$ cat src/pmb_defs.svh
// constants for the limit and sequencing command bank
`ifndef PMB_DEFS_SVH
`define PMB_DEFS_SVH

// command codes
`define PMB_CMD_OUTPUT_VOLTAGE_FORMAT_DESCRIPTOR      8'h20
`define PMB_CMD_OT_FLT_LIM     8'h4f
`define PMB_CMD_OT_FLT_ACT     8'h50
`define PMB_CMD_OT_WRN_LIM     8'h51
`define PMB_CMD_UT_WRN_LIM     8'h52
`define PMB_CMD_UT_FLT_LIM     8'h53
`define PMB_CMD_UT_FLT_ACT     8'h54
`define PMB_CMD_VIN_OV_FLT_LIM 8'h55
`define PMB_CMD_VIN_OV_FLT_ACT 8'h56
`define PMB_CMD_VIN_OV_WRN_LIM 8'h57
`define PMB_CMD_VIN_UV_WRN_LIM 8'h58
`define PMB_CMD_VIN_UV_FLT_LIM 8'h59
`define PMB_CMD_VIN_UV_FLT_ACT 8'h5a
`define PMB_CMD_PGOOD_THR      8'h5e
`define PMB_CMD_TON_DLY        8'h60
`define PMB_CMD_TON_RAMP       8'h61
`define PMB_CMD_TOFF_DLY       8'h64

// storage slot of each entry
`define PMB_IDX_OUTPUT_VOLTAGE_FORMAT_DESCRIPTOR      5'h00
`define PMB_IDX_OT_FLT_LIM     5'h01
`define PMB_IDX_OT_FLT_ACT     5'h02
`define PMB_IDX_OT_WRN_LIM     5'h03
`define PMB_IDX_UT_WRN_LIM     5'h04
`define PMB_IDX_UT_FLT_LIM     5'h05
`define PMB_IDX_UT_FLT_ACT     5'h06
`define PMB_IDX_VIN_OV_FLT_LIM 5'h07
`define PMB_IDX_VIN_OV_FLT_ACT 5'h08
`define PMB_IDX_VIN_OV_WRN_LIM 5'h09
`define PMB_IDX_VIN_UV_WRN_LIM 5'h0a
`define PMB_IDX_VIN_UV_FLT_LIM 5'h0b
`define PMB_IDX_VIN_UV_FLT_ACT 5'h0c
`define PMB_IDX_PGOOD_THR      5'h0d
`define PMB_IDX_TON_DLY        5'h0e
`define PMB_IDX_TON_RAMP       5'h0f
`define PMB_IDX_TOFF_DLY       5'h10
`define PMB_NUM_ENTRIES        17

// reset values
`define PMB_RST_OUTPUT_VOLTAGE_FORMAT_DESCRIPTOR      16'h0013
`define PMB_RST_OT_FLT_LIM     16'hebe8
`define PMB_RST_FLT_ACT        16'h0080
`define PMB_RST_OT_WRN_LIM     16'heb70
`define PMB_RST_UT_WRN_LIM     16'he4e0
`define PMB_RST_UT_FLT_LIM     16'he490
`define PMB_RST_VIN_OV_FLT_LIM 16'hd3a0
`define PMB_RST_VIN_OV_WRN_LIM 16'hd34d
`define PMB_RST_VIN_UV_WRN_LIM 16'hca30
`define PMB_RST_VIN_UV_FLT_LIM 16'hca00
`define PMB_RST_VIN_UV_FLT_ACT 16'h0000
`define PMB_RST_TON_DLY        16'hca80
`define PMB_RST_TON_RAMP       16'hd280
`define PMB_RST_TOFF_DLY       16'hca80

// power-good default is nine tenths of the strapped output voltage
`define PMB_PGOOD_NUM          20'h00009
`define PMB_PGOOD_DEN          20'h0000a

// read byte returned for an unknown code or the second byte of a one-byte entry
`define PMB_RD_FILL            8'hff

// sequencing time base: one tick is a sixteenth of a millisecond
`define PMB_CLK_PERIOD_NS      50
`define PMB_TICK_NS            62500
`define PMB_TICK_CYCLES        (`PMB_TICK_NS / `PMB_CLK_PERIOD_NS)
`define PMB_TICKS_PER_MS_LOG2  4

`endif

$ cat src/pmb_pkg.sv
// types shared by the limit and sequencing command bank
package pmb_pkg;

    typedef enum logic [1:0] {
        PMB_P_IDLE = 2'b00,
        PMB_P_CMD  = 2'b01,
        PMB_P_DATA = 2'b10,
        PMB_P_READ = 2'b11
    } pmb_prot_state_t;

    typedef enum logic [2:0] {
        PMB_S_OFF      = 3'b000,
        PMB_S_ON_DLY   = 3'b001,
        PMB_S_RISING   = 3'b010,
        PMB_S_ON       = 3'b011,
        PMB_S_OFF_DLY  = 3'b100
    } pmb_seq_state_t;

endpackage

$ cat src/pmb_cfg_mem.sv
// configuration storage of the command bank with a registered read port
`timescale 1ns/10ps
`default_nettype none
`include "pmb_defs.svh"

module pmb_cfg_mem #(
    parameter int N = `PMB_NUM_ENTRIES,
    parameter int W = 16
) (
    // clock and reset
    input  wire logic           i_ref_clk,
    input  wire logic           i_sys_rst,
    // write port
    input  wire logic           i_wr_en,
    input  wire logic [4:0]     i_wr_idx,
    input  wire logic [W-1:0]   i_wr_data,
    // read port
    input  wire logic [4:0]     i_rd_idx,
    output logic      [W-1:0]   o_rd_data,
    // every entry, for the block's own logic
    output logic      [N*W-1:0] o_entries
);

    // reset value of each slot
    function automatic logic [W-1:0] rst_val(input int idx);
        logic [W-1:0] v;
        v = `PMB_RST_FLT_ACT;
        case (idx)
            0:  v = `PMB_RST_OUTPUT_VOLTAGE_FORMAT_DESCRIPTOR;
            1:  v = `PMB_RST_OT_FLT_LIM;
            3:  v = `PMB_RST_OT_WRN_LIM;
            4:  v = `PMB_RST_UT_WRN_LIM;
            5:  v = `PMB_RST_UT_FLT_LIM;
            7:  v = `PMB_RST_VIN_OV_FLT_LIM;
            9:  v = `PMB_RST_VIN_OV_WRN_LIM;
            10: v = `PMB_RST_VIN_UV_WRN_LIM;
            11: v = `PMB_RST_VIN_UV_FLT_LIM;
            12: v = `PMB_RST_VIN_UV_FLT_ACT;
            13: v = '0;
            14: v = `PMB_RST_TON_DLY;
            15: v = `PMB_RST_TON_RAMP;
            16: v = `PMB_RST_TOFF_DLY;
            default: v = `PMB_RST_FLT_ACT;
        endcase
        return v;
    endfunction

    logic [W-1:0] rd_nxt;

    // one storage word per slot
    for (genvar g = 0; g < N; g++) begin : g_slot
        logic [W-1:0] word_r;
        logic [W-1:0] word_nxt;
        always_comb begin
            word_nxt = word_r;
            if (i_wr_en && (i_wr_idx == 5'(g))) begin
                word_nxt = i_wr_data;
            end
        end
        always_ff @(posedge i_ref_clk) begin
            if (i_sys_rst) begin
                word_r <= rst_val(g);
            end else begin
                word_r <= word_nxt;
            end
        end
        assign o_entries[g*W +: W] = word_r;
    end

    // registered read mux
    always_comb begin
        rd_nxt = '0;
        if (int'(i_rd_idx) < N) begin
            rd_nxt = o_entries[i_rd_idx*W +: W];
        end
    end

    always_ff @(posedge i_ref_clk) begin
        if (i_sys_rst) begin
            o_rd_data <= '0;
        end else begin
            o_rd_data <= rd_nxt;
        end
    end

endmodule
`default_nettype wire

$ cat src/pmb_seq_timer.sv
// turn-on delay, rise and turn-off delay sequencer
`timescale 1ns/10ps
`default_nettype none
`include "pmb_defs.svh"

module pmb_seq_timer #(
    parameter int TICK_CYCLES = `PMB_TICK_CYCLES
) (
    // clock and reset
    input  wire logic        i_ref_clk,
    input  wire logic        i_sys_rst,
    // enable request and timing words
    input  wire logic        i_enable,
    input  wire logic [15:0] i_turn_on_delay,
    input  wire logic [15:0] i_turn_on_ramp_time,
    input  wire logic [15:0] i_turn_off_delay,
    // sequencing state
    output logic             o_output_on,
    output logic             o_ramp_up,
    output logic             o_off_pending
);

    // eleven-bit linear word to a count of ticks; negative mantissa gives zero
    function automatic logic [31:0] lin_to_ticks(input logic [15:0] w);
        logic signed [4:0] expo;
        logic        [31:0] base;
        expo = signed'(w[15:11]);
        base = {17'h0, w[9:0], 5'h0} >> 1;
        if (w[10]) begin
            return '0;
        end else if (expo >= 0) begin
            return base << expo;
        end else begin
            return base >> (-expo);
        end
    endfunction

    pmb_pkg::pmb_seq_state_t state_r, state_nxt;
    logic [15:0] pre_r, pre_nxt;
    logic [31:0] cnt_r, cnt_nxt;
    logic        tick;
    logic [31:0] target;

    // target of the current phase
    always_comb begin
        tick = (pre_r == 16'(TICK_CYCLES - 1));
        unique case (state_r)
            pmb_pkg::PMB_S_ON_DLY:  target = lin_to_ticks(i_turn_on_delay);
            pmb_pkg::PMB_S_RISING:  target = lin_to_ticks(i_turn_on_ramp_time);
            pmb_pkg::PMB_S_OFF_DLY: target = lin_to_ticks(i_turn_off_delay);
            default:                target = '0;
        endcase
    end

    // phase sequencing; the counters restart on every phase change
    always_comb begin
        state_nxt = state_r;
        pre_nxt   = tick ? 16'h0 : pre_r + 16'h1;
        cnt_nxt   = tick ? cnt_r + 32'h1 : cnt_r;
        unique case (state_r)
            pmb_pkg::PMB_S_OFF: begin
                if (i_enable) state_nxt = pmb_pkg::PMB_S_ON_DLY;
            end
            pmb_pkg::PMB_S_ON_DLY: begin
                if (!i_enable) state_nxt = pmb_pkg::PMB_S_OFF;
                else if (cnt_r >= target) state_nxt = pmb_pkg::PMB_S_RISING;
            end
            pmb_pkg::PMB_S_RISING: begin
                if (!i_enable) state_nxt = pmb_pkg::PMB_S_OFF_DLY;
                else if (cnt_r >= target) state_nxt = pmb_pkg::PMB_S_ON;
            end
            pmb_pkg::PMB_S_ON: begin
                if (!i_enable) state_nxt = pmb_pkg::PMB_S_OFF_DLY;
            end
            pmb_pkg::PMB_S_OFF_DLY: begin
                if (i_enable) state_nxt = pmb_pkg::PMB_S_ON;
                else if (cnt_r >= target) state_nxt = pmb_pkg::PMB_S_OFF;
            end
            default: state_nxt = pmb_pkg::PMB_S_OFF;
        endcase
        if (state_nxt != state_r) begin
            pre_nxt = 16'h0;
            cnt_nxt = 32'h0;
        end
    end

    always_ff @(posedge i_ref_clk) begin
        if (i_sys_rst) begin
            state_r       <= pmb_pkg::PMB_S_OFF;
            pre_r         <= 16'h0;
            cnt_r         <= 32'h0;
            o_output_on   <= 1'b0;
            o_ramp_up     <= 1'b0;
            o_off_pending <= 1'b0;
        end else begin
            state_r       <= state_nxt;
            pre_r         <= pre_nxt;
            cnt_r         <= cnt_nxt;
            o_output_on   <= (state_nxt == pmb_pkg::PMB_S_RISING) || (state_nxt == pmb_pkg::PMB_S_ON)
                             || (state_nxt == pmb_pkg::PMB_S_OFF_DLY);
            o_ramp_up     <= (state_nxt == pmb_pkg::PMB_S_RISING);
            o_off_pending <= (state_nxt == pmb_pkg::PMB_S_OFF_DLY);
        end
    end

endmodule
`default_nettype wire

$ cat src/pmb_cmd_bank.sv
// command-addressed limit and sequencing bank behind the serial bus byte engine
`timescale 1ns/10ps
`default_nettype none
`include "pmb_defs.svh"

module pmb_cmd_bank #(
    parameter int TICK_CYCLES = `PMB_TICK_CYCLES
) (
    // clock and reset
    input  wire logic        i_ref_clk,
    input  wire logic        i_sys_rst,
    // byte engine of the serial bus
    input  wire logic        i_bus_start,
    input  wire logic        i_bus_stop,
    input  wire logic        i_bus_byte_valid,
    input  wire logic [7:0]  i_bus_byte,
    input  wire logic        i_bus_rd_req,
    output logic             o_bus_ack,
    output logic             o_bus_nack,
    output logic             o_bus_rd_valid,
    output logic [7:0]       o_bus_rd_byte,
    // strap and enable
    input  wire logic [15:0] i_vout_strap,
    input  wire logic        i_enable,
    // limits and actions for the protection logic
    output logic [15:0]      o_overtemp_fault_limit,
    output logic [7:0]       o_overtemp_fault_action,
    output logic [15:0]      o_overtemp_warning_limit,
    output logic [15:0]      o_undertemp_warning_limit,
    output logic [15:0]      o_undertemp_fault_limit,
    output logic [7:0]       o_undertemp_fault_action,
    output logic [15:0]      o_input_overvolt_fault_limit,
    output logic [7:0]       o_input_overvolt_fault_action,
    output logic [15:0]      o_input_overvolt_warning_limit,
    output logic [15:0]      o_input_undervolt_warning_limit,
    output logic [15:0]      o_input_undervolt_fault_limit,
    output logic [7:0]       o_input_undervolt_fault_action,
    output logic [15:0]      o_power_good_threshold,
    // sequencing state
    output logic             o_output_on,
    output logic             o_ramp_up,
    output logic             o_off_pending
);

    localparam int NE = `PMB_NUM_ENTRIES;

    pmb_pkg::pmb_prot_state_t st_r, st_nxt;
    logic [4:0]    idx_r, idx_nxt;
    logic          hit_r, hit_nxt;
    logic [7:0]    lo_r, lo_nxt;
    logic [7:0]    hi_r, hi_nxt;
    logic [1:0]    cnt_r, cnt_nxt;
    logic          over_r, over_nxt;
    logic          rdph_r, rdph_nxt;
    logic          rdgo_r, rdgo_nxt;
    logic          pgld_r, pgld_nxt;
    logic          ack_nxt, nack_nxt;
    logic          rdv_nxt;
    logic [7:0]    rdb_nxt;
    logic [4:0]    dec_idx;
    logic          dec_hit;
    logic [1:0]    need;
    logic          ro;
    logic          wr_en;
    logic [4:0]    wr_idx;
    logic [15:0]   wr_data;
    logic [15:0]   mem_rd;
    logic [NE*16-1:0] ent;
    logic [19:0]   pg_prod;

    // command code to storage slot
    always_comb begin
        dec_hit = 1'b1;
        dec_idx = `PMB_IDX_OUTPUT_VOLTAGE_FORMAT_DESCRIPTOR;
        unique case (i_bus_byte)
            `PMB_CMD_OUTPUT_VOLTAGE_FORMAT_DESCRIPTOR:      dec_idx = `PMB_IDX_OUTPUT_VOLTAGE_FORMAT_DESCRIPTOR;
            `PMB_CMD_OT_FLT_LIM:     dec_idx = `PMB_IDX_OT_FLT_LIM;
            `PMB_CMD_OT_FLT_ACT:     dec_idx = `PMB_IDX_OT_FLT_ACT;
            `PMB_CMD_OT_WRN_LIM:     dec_idx = `PMB_IDX_OT_WRN_LIM;
            `PMB_CMD_UT_WRN_LIM:     dec_idx = `PMB_IDX_UT_WRN_LIM;
            `PMB_CMD_UT_FLT_LIM:     dec_idx = `PMB_IDX_UT_FLT_LIM;
            `PMB_CMD_UT_FLT_ACT:     dec_idx = `PMB_IDX_UT_FLT_ACT;
            `PMB_CMD_VIN_OV_FLT_LIM: dec_idx = `PMB_IDX_VIN_OV_FLT_LIM;
            `PMB_CMD_VIN_OV_FLT_ACT: dec_idx = `PMB_IDX_VIN_OV_FLT_ACT;
            `PMB_CMD_VIN_OV_WRN_LIM: dec_idx = `PMB_IDX_VIN_OV_WRN_LIM;
            `PMB_CMD_VIN_UV_WRN_LIM: dec_idx = `PMB_IDX_VIN_UV_WRN_LIM;
            `PMB_CMD_VIN_UV_FLT_LIM: dec_idx = `PMB_IDX_VIN_UV_FLT_LIM;
            `PMB_CMD_VIN_UV_FLT_ACT: dec_idx = `PMB_IDX_VIN_UV_FLT_ACT;
            `PMB_CMD_PGOOD_THR:      dec_idx = `PMB_IDX_PGOOD_THR;
            `PMB_CMD_TON_DLY:        dec_idx = `PMB_IDX_TON_DLY;
            `PMB_CMD_TON_RAMP:       dec_idx = `PMB_IDX_TON_RAMP;
            `PMB_CMD_TOFF_DLY:       dec_idx = `PMB_IDX_TOFF_DLY;
            default:                 dec_hit = 1'b0;
        endcase
    end

    // data bytes each slot takes, and the read-only format byte
    always_comb begin
        unique case (idx_r)
            `PMB_IDX_OUTPUT_VOLTAGE_FORMAT_DESCRIPTOR, `PMB_IDX_OT_FLT_ACT, `PMB_IDX_UT_FLT_ACT,
            `PMB_IDX_VIN_OV_FLT_ACT, `PMB_IDX_VIN_UV_FLT_ACT: need = 2'd1;
            default: need = 2'd2;
        endcase
        ro = (idx_r == `PMB_IDX_OUTPUT_VOLTAGE_FORMAT_DESCRIPTOR);
    end

    // strapped power-good default, loaded in the first cycle after reset
    always_comb begin
        pg_prod = ({4'h0, i_vout_strap} * `PMB_PGOOD_NUM) / `PMB_PGOOD_DEN;
    end

    // transaction engine: command byte, data bytes, read bytes, commit at stop
    always_comb begin
        st_nxt   = st_r;
        idx_nxt  = idx_r;
        hit_nxt  = hit_r;
        lo_nxt   = lo_r;
        hi_nxt   = hi_r;
        cnt_nxt  = cnt_r;
        over_nxt = over_r;
        rdph_nxt = rdph_r;
        rdgo_nxt = 1'b0;
        pgld_nxt = 1'b0;
        ack_nxt  = 1'b0;
        nack_nxt = 1'b0;
        rdv_nxt  = 1'b0;
        rdb_nxt  = o_bus_rd_byte;
        wr_en    = 1'b0;
        wr_idx   = idx_r;
        wr_data  = {hi_r, lo_r};
        if (i_bus_start) begin
            if (st_r == pmb_pkg::PMB_P_IDLE) begin
                st_nxt  = pmb_pkg::PMB_P_CMD;
                cnt_nxt = 2'd0;
                over_nxt = 1'b0;
            end
            rdph_nxt = 1'b0;
        end else if (i_bus_stop) begin
            if (st_r == pmb_pkg::PMB_P_DATA && hit_r && !ro && !over_r && cnt_r == need) begin
                wr_en = 1'b1;
                if (need == 2'd1) wr_data = {8'h00, lo_r};
            end
            st_nxt = pmb_pkg::PMB_P_IDLE;
        end else if (i_bus_byte_valid) begin
            if (st_r == pmb_pkg::PMB_P_CMD) begin
                idx_nxt  = dec_idx;
                hit_nxt  = dec_hit;
                ack_nxt  = dec_hit;
                nack_nxt = !dec_hit;
                st_nxt   = pmb_pkg::PMB_P_DATA;
            end else if (st_r == pmb_pkg::PMB_P_DATA && hit_r && !ro && !over_r && cnt_r < need) begin
                if (cnt_r == 2'd0) lo_nxt = i_bus_byte;  // low byte first
                else hi_nxt = i_bus_byte;
                cnt_nxt = cnt_r + 2'd1;
                ack_nxt = 1'b1;
            end else begin
                over_nxt = 1'b1;
                nack_nxt = 1'b1;
            end
        end else if (i_bus_rd_req && (st_r == pmb_pkg::PMB_P_DATA || st_r == pmb_pkg::PMB_P_READ)) begin
            st_nxt   = pmb_pkg::PMB_P_READ;
            rdgo_nxt = 1'b1;
        end
        // answer a read request one cycle later from the registered read port
        if (rdgo_r) begin
            rdv_nxt = 1'b1;
            if (!hit_r || (rdph_r && need == 2'd1)) rdb_nxt = `PMB_RD_FILL;
            else if (rdph_r) rdb_nxt = mem_rd[15:8];
            else rdb_nxt = mem_rd[7:0];
            rdph_nxt = 1'b1;
        end
        // strapped default takes the write port ahead of the bus
        if (pgld_r) begin
            wr_en   = 1'b1;
            wr_idx  = `PMB_IDX_PGOOD_THR;
            wr_data = pg_prod[15:0];
        end
    end

    always_ff @(posedge i_ref_clk) begin
        if (i_sys_rst) begin
            st_r           <= pmb_pkg::PMB_P_IDLE;
            idx_r          <= 5'h00;
            hit_r          <= 1'b0;
            lo_r           <= 8'h00;
            hi_r           <= 8'h00;
            cnt_r          <= 2'd0;
            over_r         <= 1'b0;
            rdph_r         <= 1'b0;
            rdgo_r         <= 1'b0;
            pgld_r         <= 1'b1;
            o_bus_ack      <= 1'b0;
            o_bus_nack     <= 1'b0;
            o_bus_rd_valid <= 1'b0;
            o_bus_rd_byte  <= 8'h00;
        end else begin
            st_r           <= st_nxt;
            idx_r          <= idx_nxt;
            hit_r          <= hit_nxt;
            lo_r           <= lo_nxt;
            hi_r           <= hi_nxt;
            cnt_r          <= cnt_nxt;
            over_r         <= over_nxt;
            rdph_r         <= rdph_nxt;
            rdgo_r         <= rdgo_nxt;
            pgld_r         <= pgld_nxt;
            o_bus_ack      <= ack_nxt;
            o_bus_nack     <= nack_nxt;
            o_bus_rd_valid <= rdv_nxt;
            o_bus_rd_byte  <= rdb_nxt;
        end
    end

    // entry storage
    pmb_cfg_mem #(
        .N (NE),
        .W (16)
    ) u_mem (
        .i_ref_clk (i_ref_clk),
        .i_sys_rst (i_sys_rst),
        .i_wr_en   (wr_en),
        .i_wr_idx  (wr_idx),
        .i_wr_data (wr_data),
        .i_rd_idx  (idx_r),
        .o_rd_data (mem_rd),
        .o_entries (ent)
    );

    // power sequencing from the three timing words
    pmb_seq_timer #(
        .TICK_CYCLES (TICK_CYCLES)
    ) u_seq (
        .i_ref_clk           (i_ref_clk),
        .i_sys_rst           (i_sys_rst),
        .i_enable            (i_enable),
        .i_turn_on_delay     (ent[`PMB_IDX_TON_DLY*16 +: 16]),
        .i_turn_on_ramp_time (ent[`PMB_IDX_TON_RAMP*16 +: 16]),
        .i_turn_off_delay    (ent[`PMB_IDX_TOFF_DLY*16 +: 16]),
        .o_output_on         (o_output_on),
        .o_ramp_up           (o_ramp_up),
        .o_off_pending       (o_off_pending)
    );

    // stored entries straight out to the protection logic
    assign o_overtemp_fault_limit          = ent[`PMB_IDX_OT_FLT_LIM*16 +: 16];
    assign o_overtemp_fault_action         = ent[`PMB_IDX_OT_FLT_ACT*16 +: 8];
    assign o_overtemp_warning_limit        = ent[`PMB_IDX_OT_WRN_LIM*16 +: 16];
    assign o_undertemp_warning_limit       = ent[`PMB_IDX_UT_WRN_LIM*16 +: 16];
    assign o_undertemp_fault_limit         = ent[`PMB_IDX_UT_FLT_LIM*16 +: 16];
    assign o_undertemp_fault_action        = ent[`PMB_IDX_UT_FLT_ACT*16 +: 8];
    assign o_input_overvolt_fault_limit    = ent[`PMB_IDX_VIN_OV_FLT_LIM*16 +: 16];
    assign o_input_overvolt_fault_action   = ent[`PMB_IDX_VIN_OV_FLT_ACT*16 +: 8];
    assign o_input_overvolt_warning_limit  = ent[`PMB_IDX_VIN_OV_WRN_LIM*16 +: 16];
    assign o_input_undervolt_warning_limit = ent[`PMB_IDX_VIN_UV_WRN_LIM*16 +: 16];
    assign o_input_undervolt_fault_limit   = ent[`PMB_IDX_VIN_UV_FLT_LIM*16 +: 16];
    assign o_input_undervolt_fault_action  = ent[`PMB_IDX_VIN_UV_FLT_ACT*16 +: 8];
    assign o_power_good_threshold          = ent[`PMB_IDX_PGOOD_THR*16 +: 16];

endmodule
`default_nettype wire

$ cat config.mk
export PLATFORM = sky130hd
export DESIGN_NAME = pmb_cmd_bank
export DESIGN_NICKNAME = d
export VERILOG_FILES = /design/src/pmb_pkg.sv /design/src/pmb_cfg_mem.sv /design/src/pmb_seq_timer.sv /design/src/pmb_cmd_bank.sv
export VERILOG_INCLUDE_DIRS = /design/src
export SDC_FILE = /design/constraint.sdc
export NUM_CORES = 1
export LEC_CHECK = 0
export BUFFER_PORTS_ARGS = -buffer_cell sky130_fd_sc_hd__buf_4
export CAP_MARGIN = 5
export CORE_AREA = 8 8 386 200
export CTS_BUF_LIST = sky130_fd_sc_hd__clkbuf_4
export CTS_CLUSTER_SIZE = 30
export DETAILED_ROUTE_END_ITERATION = 12
export DIE_AREA = 0 0 394 208
export MAX_ROUTING_LAYER = met4
export PLACE_DENSITY = 0.59
export RECOVER_POWER = 100
export SYNTH_ARGS = -nofsm -noshare
export SYNTH_HDL_FRONTEND = slang
export SYNTH_HIERARCHICAL = 1
export SYNTH_SLANG_ARGS = --single-unit
$ cat constraint.sdc
create_clock -name i_ref_clk -period 13 [get_ports i_ref_clk]
set_input_delay 2.6 -clock i_ref_clk [delete_from_list [all_inputs] [get_ports i_ref_clk]]
set_output_delay 2.6 -clock i_ref_clk [all_outputs]
set_load 0.02 [all_outputs]
==> impl_summary.md <==
Timing
The max-slew violation count came to 535. In the finished design, the share of the clock period the worst path needs comes to 89.13%. The maximum operating frequency is 0.08631 GHz.

At the pin with the least slew margin, the transition time is 5.599 ns. Setup repair after global routing left no endpoint under its margin. Adding up every negative setup slack in the final design gives 0 ns. The final critical path time including I/O delays and setup is 11.59 ns. The final-report hold violation count was 0. The tightest slew margin relative to the limit is -273.2%.

The clock arrives with 0.1016 ns of skew. The final setup violation count is 0. The post-layout worst setup margin is 1.414 ns.

Layout
The area overhead of the layout relative to synthesis is 11.15%. The net count of the finished layout is 3416. The post-route netlist has 10.81% of its cells at a drive strength greater than 1.

Critical path
On the critical path the largest part of the delay comes from compound AO/OA/AOI/OAI gates. Together, buffers and inverters on the worst path number 1. The library cell contributing the largest single delay on the critical path is sky130_fd_sc_hd__a32o_1. The element type at the critical path start is an input pin. The element type at the critical path end is a flop. Data on the critical path is required at its endpoint by 13.76 ns.

STA puts the critical path data arrival time at 12.35 ns. The largest single stage delay on the critical path is 0.78 ns. The critical path is of the in -> reg type. Along the worst path, the maximum fanout reaches 17.

Pwr
The peak supply drop is 0.1619 mV. Summed over all cells, the static leakage comes to 9.726 nW. The post-layout total power is 3.938 mW. Dividing total power by cell area gives a power density of 143.1 nW/um2.

Yosys
The count of unique library cells instantiated by Yosys is 111. The synthesized netlist devotes 20.02% of its cell area to compound gates. The mean instance size in the synthesized netlist is 7.791 um2. The post-synthesis sequential area ratio is 30.98%. During synthesis, Yosys emitted a total of 6 warnings. The proportion of synthesized area in mux cells is 12.50%.

Yosys attributes the largest share of cell area to sky130_fd_sc_hd__dfxtp_1 31%, sky130_fd_sc_hd__nand2_1 11%, sky130_fd_sc_hd__mux2i_1 7.5%. The synthesized design contains 0 enable-type register cells. After synthesis, the share of flip-flops with an asynchronous set or reset is 0%. The combinational family with the most area after synthesis is simple AND/OR/NAND/NOR gates. The cell area that synthesis handed to floorplanning was 24750 um2. The biggest area consumer among synthesized cells is sky130_fd_sc_hd__dfxtp_1. The xor-xnor portion of the synthesized cell area is 2.826%. The adder-cell share of the synthesized area is 3.619%. sky130_fd_sc_hd__nand2_1 is the most common cell in the netlist. Synthesis produced a netlist whose cell count is 3177. The simple-gate area share of the yosys netlist is 25.66%.

After synthesis, the most frequently instantiated cells are 735 x sky130_fd_sc_hd__nand2_1, 383 x sky130_fd_sc_hd__dfxtp_1, 357 x sky130_fd_sc_hd__a21oi_1. When the netlist entered floorplanning its net count stood at 3279. After synthesis the netlist holds a flip-flop and latch count of 383. Among all flip-flop cells after synthesis, the most frequent one is sky130_fd_sc_hd__dfxtp_1.

The area share of the largest cell type after synthesis is 30.98%.

Routing
For this run, the detailed router's first-pass iteration total came to 5. Using the TritonRoute via totals, the vias-per-cell ratio works out to 5.944. The post-route antenna net violation count is 0. Dividing the detail-routed wire length by the instance count gives 25.54 um. The wire length after detailed routing is 111.1 mm.

The remaining design rule violation count is 0. The number of DRC violations after detailed-routing iteration 0 is 3526. Detailed routing inserted a total of 25860 vias.

Die
The die is 208 um tall. The floorplan step defined a core boundary enclosing 71910 um2. The count of pins on the block boundary is 221. The overall die area is 81950 um2. The floorplan has 70 rows.

The initial utilization of the core area, before any placement, comes to 34.42%. The die is 394 um wide.

Placement
At the placement stage, the worst setup path has a slack of 1.324 ns. Detailed placement ended at an HPWL of 82.86 mm. The global placement routability congestion is 1.086. The count of buffers from port buffering is 220.

Clock network
Counting every sink on the clock net gives 383. After clock tree synthesis, the flow added hold-fix buffers numbering 0. Post-CTS repair changed the size of 0 cells. The number of clock buffers inserted by TritonCTS is 94. Clock-pin slew was measured on the worst setup and hold paths at 0.07 ns. In this run the clock root is driven by a sky130_fd_sc_hd__clkbuf_4.

The later-pin clock latency in the skew report is 0.97 ns. The clock tree from TritonCTS is yes. The post-CTS setup-driven buffer insertion count is 0. The maximum level of the CTS H-tree is 3.

The longest clock path from root to sink contains 3 buffers.

Hold path
The worst hold path belongs to the class reg -> reg.

Global route
The initial antenna violation count is 4. The global-route wire length before repair is 160.5 mm. The global-route congestion overflow total is 0.

The number of global-route vias before repair is 22720. Across every metal layer, demand over resource in global routing totals 26.22%. The pin count of the biggest net entering global routing is 126.

Status
The checks that failed: max-capacitance violations, max-slew violations. The flow ran to the end, but the final reports show violations.

Run
The max-capacitance violation count is 13.
worst reg2reg max path: cells and delay by family (launching register included):
family | cells | cell delay, ns
adder cells (fa/ha/maj) | 3 | 0.91
AND/OR/NAND/NOR | 9 | 2.12
buffers and inverters | 2 | 1.83
flip-flops | 1 | 1.00
AO/OA/AOI/OAI | 5 | 1.26
path summary, 6_finish.rpt:
kind	startpoint	to	slack [ns]	depth (start not counted)
worst max-delay path	i_vout_strap[1]	u_mem/g_slot[10].word_r[0]	1.41	29
worst min-delay path	u_mem/g_slot[12].word_r[14]	u_mem/g_slot[12].word_r[14]	0.45	2
worst max register to register	u_mem/g_slot[16].word_r[11]	u_seq/cnt_r[18]	5.62	19
worst min register to register	u_mem/g_slot[12].word_r[14]	u_mem/g_slot[12].word_r[14]	0.45	2
cells by family (layout without fill, tap and decap cells):
family,after synthesis,after routing
mux,252,252
fa+ha+maj,71,71
flops,383,383
other cells,0,3
buf+inv,271,470
xor+xnor,79,79
simple gates,1350,1350
compound gates,771,771
per-layer routing:
layer	wire length [um]	track usage, %	vias to the layer above
li1	-	-	11770
met1	54240	40.74	12490
met2	39780	31.11	1487
met3	15140	9.527	124
met4	1945	4.604	0
met5	0	-	-
state kept, by name (all words and copies together) (netlist names), 2 cells and up:
name / count
cnt_r: 2
hi_r: 8
idx_r: 5
lo_r: 8
o_bus_rd_byte: 8
st_r: 2
u_mem/g_slot.word_r: 272
u_mem/o_rd_data: 16
u_seq/cnt_r: 32
u_seq/pre_r: 16
u_seq/state_r: 3
cell type report:
type / instances / area (um2)
tap: 972 / 1216
antenna: 3 / 7.507
timing repair buffer: 276 / 1323
fill: 7634 / 44390
inverter: 36 / 135.1
clock inverter: 27 / 158.9
sequential: 383 / 7674
clock buffer: 131 / 983.4
multi-input combinational: 2523 / 16020
power by group:
part	total (mW)	switching, mW	internal [mW]
registers	1.22	0.0233	1.20
clock network	1.02	0.539	0.486
logic	1.69	1.20	0.487
total	3.94	1.77	2.17
cell usage in the layout, fill, tap and decap left out, types with 30 or more instances in the layout:
cell type / n
sky130_fd_sc_hd__clkbuf_4: 132
sky130_fd_sc_hd__dfxtp_1: 380
sky130_fd_sc_hd__a22oi_1: 42
sky130_fd_sc_hd__xnor2_1: 42
sky130_fd_sc_hd__mux4_2: 43
sky130_fd_sc_hd__nand3_1: 78
sky130_fd_sc_hd__inv_1: 30
sky130_fd_sc_hd__a21oi_1: 357
sky130_fd_sc_hd__o21ai_0: 78
sky130_fd_sc_hd__mux2i_1: 185
sky130_fd_sc_hd__ha_1: 70
sky130_fd_sc_hd__nand2_1: 735
sky130_fd_sc_hd__nand3b_1: 80
sky130_fd_sc_hd__buf_4: 75
sky130_fd_sc_hd__o22ai_1: 35
sky130_fd_sc_hd__nand4_1: 39
sky130_fd_sc_hd__a211oi_1: 35
sky130_fd_sc_hd__nor3_1: 52
sky130_fd_sc_hd__xor2_1: 36
sky130_fd_sc_hd__nor2_1: 152
sky130_fd_sc_hd__clkbuf_1: 199
sky130_fd_sc_hd__nand2b_1: 30
metrics by stage:
step,instances,hold WS [ns],utilization [%],cell area [um2]
floorplan,3177,0.4331,-,24750
detailed placement,4190,0.4433,37.85,27210
CTS,4348,0.4529,39.43,28360
global placement,4190,0.4394,37.85,27210
finish,4351,0.4508,38.26,27510
global route,4350,0.4699,38.26,27510
(Power assumes the default switching activity.)
